--- src/include/vco_tune_regs.svh ---
// Register offsets, field positions, reset values and timing counts for the oscillator tuning block.
// Assumes an 8-bit register address and 8-bit register data.
`ifndef VCO_TUNE_REGS_SVH
`define VCO_TUNE_REGS_SVH

`define OFS_OSC_TRIM 8'h59
`define OFS_SYNTH_RESET 8'h5c
`define OFS_OSC_TUNE_CONTROL 8'h5d
`define OFS_OSC_TUNE_STATUS 8'h5e
`define OFS_CONVERTER_TRIM_RUN 8'h61

`define SETTLE_SEL_MSB 6
`define SETTLE_SEL_LSB 4
`define TUNE_ENABLE_BIT 0
`define TUNE_DONE_BIT 0
`define CAL_RUN_BIT 0
`define SYNTH_RESET_BIT 0
`define TRIM_MSB 6

`define RST_SETTLE_SEL 3'h4
`define RST_TUNE_ENABLE 1'h0
`define RST_CAL_RUN 1'h1
`define RST_SYNTH_RESET 1'h0
`define RST_TRIM 7'h00
`define TRIM_MIDSCALE 7'h40

// One settle unit is 1000 ns; at 50 ns per cycle this is a least time, so it rounds up.
`define SETTLE_UNIT_NS 1000
`define CLK_PERIOD_NS 50
`define SETTLE_UNIT_CYC ((`SETTLE_UNIT_NS + `CLK_PERIOD_NS - 1) / `CLK_PERIOD_NS)

`endif

--- src/include/vco_tune_pkg.sv ---
// Types shared by the tuning controller and its search engine.
// Assumes nothing beyond a SystemVerilog compiler.
package vco_tune_pkg;
  typedef logic [6:0] trim_t;
  typedef logic [2:0] settle_sel_t;
  typedef enum logic [2:0] {
    ST_IDLE = 3'b001,
    ST_SETTLE = 3'b010,
    ST_DECIDE = 3'b100
  } tune_state_e;
endpackage

--- src/include/tune_if.sv ---
// Carries the start request, settle setting and trim updates between controller and search engine.
// Assumes both ends share one clock.
interface tune_if;
  import vco_tune_pkg::*;
  logic start;
  settle_sel_t settle_sel;
  logic busy;
  logic finish;
  logic code_we;
  trim_t code;
  modport ctrl (output start, output settle_sel, input busy, input finish, input code_we, input code);
  modport eng (input start, input settle_sel, output busy, output finish, output code_we, output code);
endinterface

--- src/logic/tune_engine.sv ---
// Successive-approximation search of the oscillator trim code.
// Assumes osc_fast is a synchronous frequency-comparator result, high when the oscillator runs above target.
`include "vco_tune_regs.svh"
module tune_engine
  import vco_tune_pkg::*;
#(
  parameter int UNIT_CYC = `SETTLE_UNIT_CYC
) (
  input wire logic core_clk,
  input wire logic rst_n,
  input wire logic ce,
  input wire logic osc_fast,
  tune_if.eng tif
);
  tune_state_e state_r;
  logic [11:0] wait_r;
  logic [2:0] bit_r;
  trim_t code_r;
  logic finish_r;
  logic code_we_r;

  // Wait per trim step grows with the settle setting: (sel + 1) units.
  wire [11:0] settle_cyc = 12'((int'(tif.settle_sel) + 1) * UNIT_CYC);
  wire trim_t keep_mask = ~(trim_t'(1) << bit_r);
  wire trim_t decided = osc_fast ? (code_r & keep_mask) : code_r;
  wire trim_t next_try = (bit_r == 3'h0) ? decided : (decided | (trim_t'(1) << (bit_r - 3'h1)));

  assign tif.busy = (state_r != ST_IDLE);
  assign tif.finish = finish_r;
  assign tif.code_we = code_we_r;
  assign tif.code = code_r;

  // Each step holds a trial code for the settle time, then keeps or drops the tested bit.
  always_ff @(posedge core_clk or negedge rst_n) begin
    if (!rst_n) begin
      state_r <= ST_IDLE;
      wait_r <= 12'h000;
      bit_r <= 3'h0;
      code_r <= `RST_TRIM;
      finish_r <= 1'b0;
      code_we_r <= 1'b0;
    end else if (ce) begin
      finish_r <= 1'b0;
      code_we_r <= 1'b0;
      unique case (state_r)
        ST_IDLE: begin
          if (tif.start) begin
            code_r <= `TRIM_MIDSCALE;
            code_we_r <= 1'b1;
            bit_r <= 3'(`TRIM_MSB);
            wait_r <= settle_cyc;
            state_r <= ST_SETTLE;
          end
        end
        ST_SETTLE: begin
          wait_r <= wait_r - 12'h001;
          if (wait_r <= 12'h001) begin
            state_r <= ST_DECIDE;
          end
        end
        ST_DECIDE: begin
          code_r <= next_try;
          code_we_r <= 1'b1;
          if (bit_r == 3'h0) begin
            finish_r <= 1'b1;
            state_r <= ST_IDLE;
          end else begin
            bit_r <= bit_r - 3'h1;
            wait_r <= settle_cyc;
            state_r <= ST_SETTLE;
          end
        end
      endcase
    end
  end
endmodule

--- src/logic/vco_tune_and_cal_enable_ctrl.sv ---
// Register file and sequencing for oscillator tuning and the converter calibration enable.
// Assumes a synchronous byte-wide register port fed by the serial control port decoder.
// Assumes ce low freezes every register here, the search engine included.
`include "vco_tune_regs.svh"

// How it works
// Bits 6:4 pick the settle wait after each trim change; reset value 4.
// Bit 0 enables tuning; tuning starts when synth reset is written to zero.
// The engine searches the trim code to centre the oscillator frequency.
// Software changes tuning control only while synth reset is one.
// Done reads one after tuning finishes, or when tuning was skipped.
// Software leaves the trim code alone until done reads one.
// Calibration enable, reset one, runs calibration; zero holds it in reset.
// Clearing calibration enable resets the digital and serial link dividers.
// Software clears calibration enable around marked calibration register changes.
// Calibration enable goes up before link enable and down after it.
// Reserved control bits are written as zero.
// Synth reset is set before synthesizer programming and cleared after.
// Seven-bit trim code is set by the engine and readable and writable.
// Done reads zero from tuning start until completion; a start in the finish cycle leaves it one, and a skip during a search sets it.
module vco_tune_and_cal_enable_ctrl
  import vco_tune_pkg::*;
#(
  parameter int UNIT_CYC = `SETTLE_UNIT_CYC
) (
  input wire logic core_clk,
  input wire logic rst_n,
  input wire logic ce,
  input wire logic [7:0] reg_addr,
  input wire logic [7:0] reg_wdata,
  input wire logic reg_we,
  input wire logic reg_re,
  output logic [7:0] reg_rdata,
  input wire logic osc_fast,
  input wire logic serial_link_enable,
  output logic [6:0] osc_trim_code,
  output logic synth_reset,
  output logic tune_busy,
  output logic cal_run,
  output logic div_reset_n,
  output logic link_div_reset_n,
  output logic order_fault
);
  // Handshake with the search engine; start is a one-cycle strobe and finish a one-cycle pulse.
  tune_if tif ();

  // Software-visible fields and the flops behind every output.
  settle_sel_t settle_sel_r;
  logic tune_engine_enable_r;
  logic tune_done_r;
  logic cal_run_r;
  logic synth_reset_r;
  trim_t trim_r;
  logic [7:0] rdata_r;
  logic busy_r;
  logic order_fault_r;

  // Address decode of the register port.
  // Only the five mapped offsets decode; anything else reads zero and writes nothing.
  wire sel_trim = (reg_addr == `OFS_OSC_TRIM);
  wire sel_rst = (reg_addr == `OFS_SYNTH_RESET);
  wire sel_ctl = (reg_addr == `OFS_OSC_TUNE_CONTROL);
  wire sel_sts = (reg_addr == `OFS_OSC_TUNE_STATUS);
  wire sel_cal = (reg_addr == `OFS_CONVERTER_TRIM_RUN);

  // Write strobes per register; ce gates them at the flops, not here.
  wire wr_trim = reg_we && sel_trim;
  wire wr_rst = reg_we && sel_rst;
  wire wr_ctl = reg_we && sel_ctl;
  wire wr_cal = reg_we && sel_cal;

  // A start needs a one-to-zero write of synth reset; a repeat zero write does not retrigger.
  // Enable is looked at on that write, so software must set it while synth reset is still high.
  // A release during a running search does not restart it, which keeps the
  // trim code from jumping back to midscale under a live loop.
  wire release_wr = wr_rst && synth_reset_r && !reg_wdata[`SYNTH_RESET_BIT];
  wire start_tune = release_wr && tune_engine_enable_r && !tif.busy;
  wire skip_tune = release_wr && !tune_engine_enable_r;

  // Engine request and its settle setting.
  assign tif.start = start_tune;
  assign tif.settle_sel = settle_sel_r;

  // Read words; reserved bits read zero.
  wire [7:0] rd_trim = {1'b0, trim_r};
  wire [7:0] rd_rst = {7'h00, synth_reset_r};
  wire [7:0] rd_ctl = {1'b0, settle_sel_r, 3'h0, tune_engine_enable_r};
  wire [7:0] rd_sts = {7'h00, tune_done_r};
  wire [7:0] rd_cal = {7'h00, cal_run_r};

  // Read mux; unmapped addresses read zero, so a wrong address never looks like a live register.
  wire [7:0] rd_mux = sel_trim ? rd_trim :
                      sel_rst ? rd_rst :
                      sel_ctl ? rd_ctl :
                      sel_sts ? rd_sts :
                      sel_cal ? rd_cal :
                      8'h00;

  // Tuning control holds only the defined fields, so reserved writes are dropped.
  // Reserved bits therefore read back as zero whatever was written.
  // Writes while synth reset is low are still taken; keeping to that window is software's duty.
  wire settle_sel_t settle_sel_nxt = reg_wdata[`SETTLE_SEL_MSB:`SETTLE_SEL_LSB];
  wire tune_enable_nxt = reg_wdata[`TUNE_ENABLE_BIT];
  always_ff @(posedge core_clk or negedge rst_n) begin
    if (!rst_n) begin
      settle_sel_r <= `RST_SETTLE_SEL;
      tune_engine_enable_r <= `RST_TUNE_ENABLE;
    end else if (ce && wr_ctl) begin
      settle_sel_r <= settle_sel_nxt;
      tune_engine_enable_r <= tune_enable_nxt;
    end
  end

  // Synth reset bit; it leaves reset low, so no search starts before software has armed it.
  always_ff @(posedge core_clk or negedge rst_n) begin
    if (!rst_n) begin
      synth_reset_r <= `RST_SYNTH_RESET;
    end else if (ce && wr_rst) begin
      synth_reset_r <= reg_wdata[`SYNTH_RESET_BIT];
    end
  end

  // Calibration enable bit; it leaves reset high, so calibration and the dividers run by default.
  // Clearing it also holds both divider resets low through the output copies below.
  always_ff @(posedge core_clk or negedge rst_n) begin
    if (!rst_n) begin
      cal_run_r <= `RST_CAL_RUN;
    end else if (ce && wr_cal) begin
      cal_run_r <= reg_wdata[`CAL_RUN_BIT];
    end
  end

  // Engine updates win over a software write, so a stray write cannot corrupt a running search.
  // A write while busy is dropped, not queued: replaying it after the search would undo the result.
  always_ff @(posedge core_clk or negedge rst_n) begin
    if (!rst_n) begin
      trim_r <= `RST_TRIM;
    end else if (ce) begin
      if (tif.code_we) begin
        trim_r <= tif.code;
      end else if (wr_trim && !tif.busy) begin
        trim_r <= reg_wdata[6:0];
      end
    end
  end

  // Done is cleared by a start and set by the finish or a skip; a finish and a start can coincide, and then the set wins.
  // It is low out of reset: no search has run yet, and even a skip needs a release first.
  wire done_set = tif.finish || skip_tune;
  wire done_clr = start_tune;
  always_ff @(posedge core_clk or negedge rst_n) begin
    if (!rst_n) begin
      tune_done_r <= 1'b0;
    end else if (ce) begin
      if (done_set) begin
        tune_done_r <= 1'b1;
      end else if (done_clr) begin
        tune_done_r <= 1'b0;
      end
    end
  end

  // Registered read data; it holds until the next read.
  // Reads have no side effects, so polling the status cannot disturb a search.
  always_ff @(posedge core_clk or negedge rst_n) begin
    if (!rst_n) begin
      rdata_r <= 8'h00;
    end else if (ce && reg_re) begin
      rdata_r <= rd_mux;
    end
  end

  // Busy copy for the pin; it rises on the start edge itself, so it never lags the start.
  // It falls one cycle after the engine returns to idle, on the edge at which done rises.
  wire busy_nxt = tif.busy || start_tune;
  always_ff @(posedge core_clk or negedge rst_n) begin
    if (!rst_n) begin
      busy_r <= 1'b0;
    end else if (ce) begin
      busy_r <= busy_nxt;
    end
  end

  // Sticky ordering monitor: link enable high while calibration is held off.
  // Only reset clears it, so a brief violation between polls is still seen.
  // It only reports; holding the link off is left to the logic that owns the link enable.
  wire order_bad = serial_link_enable && !cal_run_r;
  always_ff @(posedge core_clk or negedge rst_n) begin
    if (!rst_n) begin
      order_fault_r <= 1'b0;
    end else if (ce && order_bad) begin
      order_fault_r <= 1'b1;
    end
  end

  // Search engine; the settle unit is a parameter so that simulation can shorten the waits.
  tune_engine #(
    .UNIT_CYC(UNIT_CYC)
  ) u_engine (
    .core_clk(core_clk),
    .rst_n(rst_n),
    .ce(ce),
    .osc_fast(osc_fast),
    .tif(tif)
  );

  // Output copies; each one is a flop of this module.
  assign reg_rdata = rdata_r;
  assign osc_trim_code = trim_r;
  assign synth_reset = synth_reset_r;
  assign tune_busy = busy_r;
  assign cal_run = cal_run_r;
  // Both divider resets share the calibration enable flop, so they release on the same edge.
  // A separate flop per divider could skew the two releases by a cycle.
  assign div_reset_n = cal_run_r;
  assign link_div_reset_n = cal_run_r;
  assign order_fault = order_fault_r;
endmodule

--- config.mk ---
export PLATFORM = sky130hd
export DESIGN_NAME = vco_tune_and_cal_enable_ctrl
export DESIGN_NICKNAME = d
export VERILOG_FILES = /design/src/include/vco_tune_pkg.sv /design/src/include/tune_if.sv /design/src/logic/tune_engine.sv /design/src/logic/vco_tune_and_cal_enable_ctrl.sv
export VERILOG_INCLUDE_DIRS = /design/src /design/src/include
export SDC_FILE = /design/constraint.sdc
export NUM_CORES = 1
export LEC_CHECK = 0
export BUFFER_PORTS_ARGS = -buffer_cell sky130_fd_sc_hd__buf_2
export CAP_MARGIN = 0
export CORE_MARGIN = 2
export CORE_UTILIZATION = 30
export DETAILED_ROUTE_END_ITERATION = 6
export GPL_TIMING_DRIVEN = 0
export PLACE_DENSITY = 0.5
export SLEW_MARGIN = 20
export SYNTH_ARGS = -nofsm -noshare
export SYNTH_HDL_FRONTEND = slang
export SYNTH_SLANG_ARGS = --single-unit
--- constraint.sdc ---
create_clock -name core_clk -period 3.7 [get_ports core_clk]
set_clock_uncertainty 0.05 [all_clocks]
set_input_delay 0.185 -clock core_clk [delete_from_list [all_inputs] [get_ports core_clk]]
set_output_delay 0.185 -clock core_clk [all_outputs]
set_load 0.05 [all_outputs]
==> qor.csv <==
metric,value,unit
relSlewSlack,0.3170,
powerDensity,463.1,nW/µm²
initial_core_util,0.3080,
cts_setup_buffers,0,
multi_input_area,1563,µm²
syn-num-nets,352,
htree_levels,2,
dr.pass1.iters,4,
ioPinCount,44,
synth.largest_area_cell,dfrtp_1,
hold_viol_final,0,
ys_async_sr_fraction,1.000,
layout.area.seq,1255,µm²
clockBufferDepth,2,
min_from,reg_wdata[2],
crit-reg2reg-launch,u_engine.wait_r[0],
clock_sinks,50,
final_nets,400,
core_area,9774,µm²
syn_area,3010,µm²
drive_above_1_share,0.2033,
setup-violations-final,0,
drv_slew,0,
synth_top_cell_area_share,0.3907,
num_vias,2601,
p_int,0.9813,mW
switching_power,0.6337,mW
rsz0062_at_grt,no,
cts_tree,yes,
drt_iter0_drc,141,
worstMarginPinSlew,1.022,ns
crit_buf_inv,1,
final_area,3487,µm²
tns,0,ns
power_frac_comb,0.330,
cap_viol_max_count,0,
syn-instance-count,315,
die_w,104.2,µm
syn_to_final_growth,15.84,%
grt_pass1_vias,2507,
synth_edf_count,0,
routed_wl,7.716,mm
fin_crit,2.564,ns
drt-vias-per-instance,5.233,
port_buffers,40,
die_h,104.2,µm
leakagePower,1.536,nW
crit_slowest_cell,nor3b_1,
switching_share,0.3924,
outcome,"complete, no violations",
hpwlAfterDp,5.703,mm
syn_area_per_cell,9.557,µm²
wl_per_cell,15.53,µm
path_class,flop to flop,
clock_latency,0.31,ns
die_area,10850,µm²
layout_common_cells,"dfrtp_1 (47), buf_2 (43), inv_1 (28)",
crit_start,u_engine.wait_r[0],
peakVddDrop,0.1416,mV
place_congestion,0.7689,
nFillCells,1033,
grt_start_max_net_pins,51,
crit_required,3.86,ns
fmax,0.3901,GHz
ys_seq_area_frac,0.4169,
cp_max_fo,8,
crit_family,simple AND/OR/NAND/NOR gates,
synth_area_leaders,"dfrtp_1 (39%), ha_1 (5.4%), a211oi_1 (4.5%), o21ai_0 (3.8%), inv_1 (3.5%)",
start_kind,flop,
grt_pass1_wl,12.90,mm
dpl_cell_area,3379,µm²
seqPwrFrac,0.452,
min_period_over_period,0.6928,
synth_ff_type,dfrtp_1,
final_common_cell,dfrtp_1,
worstPathCellList,inv_1 -> ha_1 -> nor3b_1 -> nand3_1 -> a221o_1 -> a22o_1,
final_util,0.3568,
hold_class,primary input to flop,
cts_buffers,5,
cts_root_buf,clkbuf_8,
grt_overflow_total,0,
drc,0,
ys_ff_latch,50,
clkPwrFrac,0.219,
grt_usage,0.1462,
crit_arrival,2.72,ns
path_clk_slew,0.11,ns
antenna_found_initial,0,
diodes,0,
yosys_warnings,0,
critPathMaxStageDelay,0.85,ns
antenna_left,0,
critPathCaptureType,flop,
yosys.cell_types.count,60,
rows,36,
==> Yosys cell counts (2+ instances only) <==
master,count
inv_1,28
buf_2,4
and2_1,4
a22o_1,3
nand3_1,9
dfrtp_1,47
nor3b_1,2
a211oi_1,18
nor2b_1,2
nor4bb_1,2
a21oi_1,18
nand4_1,6
o21ai_0,23
nor3_1,6
or3b_2,4
nor4_1,3
mux2_2,6
and3_1,3
nor2_1,12
dfstp_2,3
a31oi_1,3
a221o_1,9
clkbuf_1,10
o22ai_1,4
a311oi_1,2
a32oi_1,2
ha_1,13
nand2_1,18
buf_4,4
o31ai_1,3
a22oi_1,3
or3_1,2
a2bb2oi_1,7
a32o_1,2
nand4bb_1,3
and4b_1,2
o2bb2ai_1,2
==> power groups by stage <==
| stage | Clock [mW] | Combinational [mW] | Sequential, mW |
|---|---|---|---|
| after floorplan | 0 | 0.347 | 0.769 |
| after global placement | 0 | 0.528 | 0.738 |
| after detailed placement | 0 | 0.534 | 0.739 |
| after CTS | 0.374 | 0.535 | 0.729 |
| after global routing | 0.400 | 0.595 | 0.746 |
| final | 0.353 | 0.533 | 0.729 |
==> cell type report <==
type	instances	share of cell area
plain buffers	18	0.02512
clock buffers	5	0.01973
clock inverters	3	0.008253
inverters	28	0.03014
multi-input cells	219	0.4482
flip-flops and latches	50	0.3599
well taps	133	0.04772
repair buffers	41	0.06100
==> sequential cells by signal, summed over array words and instances (netlist names) <==
| register | flops |
|---|---|
| order_fault | 1 |
| u_engine.bit_r | 3 |
| u_engine.wait_r | 12 |
| osc_trim_code | 7 |
| u_engine.tif.finish | 1 |
| tune_done_r | 1 |
| tune_busy | 1 |
| tune_engine_enable_r | 1 |
| reg_rdata | 7 |
| u_engine.tif.code_we | 1 |
| settle_sel_r | 3 |
| u_engine.tif.code | 7 |
| synth_reset | 1 |
| cal_run | 1 |
| u_engine.state_r | 3 |
==> worst reg2reg max path: stages (launching register included) <==
cell and delay (ns):
dfrtp_1 0.46, inv_1 0.12, ha_1 0.25, nor3b_1 0.85, nand3_1 0.15, a221o_1 0.36
a22o_1 0.22
==> worst paths after layout <==
check / endpoint / slack (ns) / cells past startpoint
max: u_engine.wait_r[10] / 1.14 / 6
min: osc_trim_code[2] / 0.05 / 2
max reg2reg: u_engine.wait_r[10] / 1.14 / 6
min reg2reg: reg_rdata[4] / 0.43 / 2
max in group asynchronous: tune_busy / 2.74 / 2
min in group asynchronous: reg_rdata[1] / 0.39 / 2
==> through the flow <==
stage | setup WS (ns) | hold slack, ns | std cells | power (mW)
after global placement | 1.217 | 0.3694 | 488 | 1.266
after global routing | 0.9739 | 0.04021 | 497 | 1.740
final | 1.136 | 0.04822 | 497 | 1.615
after detailed placement | 1.172 | 0.2170 | 488 | 1.272
after floorplan | 1.643 | -0.1606 | 315 | 1.115
after CTS | 1.151 | 0.04158 | 497 | 1.638
==> per-layer routing <==
metal  GRT usage  part of all wire  up-vias
met5           0                 0        -
met4     0.04633             0.011        0
met3     0.02381             0.042        6
met2      0.2317              0.45       63
met1      0.2040              0.50     1254
li1            -                 -     1278
==> cell families after synthesis <==
kind of cell               synth area share
muxes                               0.02577
AOI/OAI and AO/OA                    0.2540
DFF                                  0.4169
other                              0.001246
adders and majority gates           0.06068
and+or+nand+nor                      0.1717
xor gates and xnor gates           0.005820
buffers and inverters               0.06401
==> repair_timing <==
| item | 4_1_cts | 5_1_grt |
|---|---|---|
| resized for setup | 0 | 0 |
| endpoints found under the hold margin | 47 | 0 |
| hold buffers | 1 | 0 |
No activity file was read; power rests on OpenSTA's default activity.
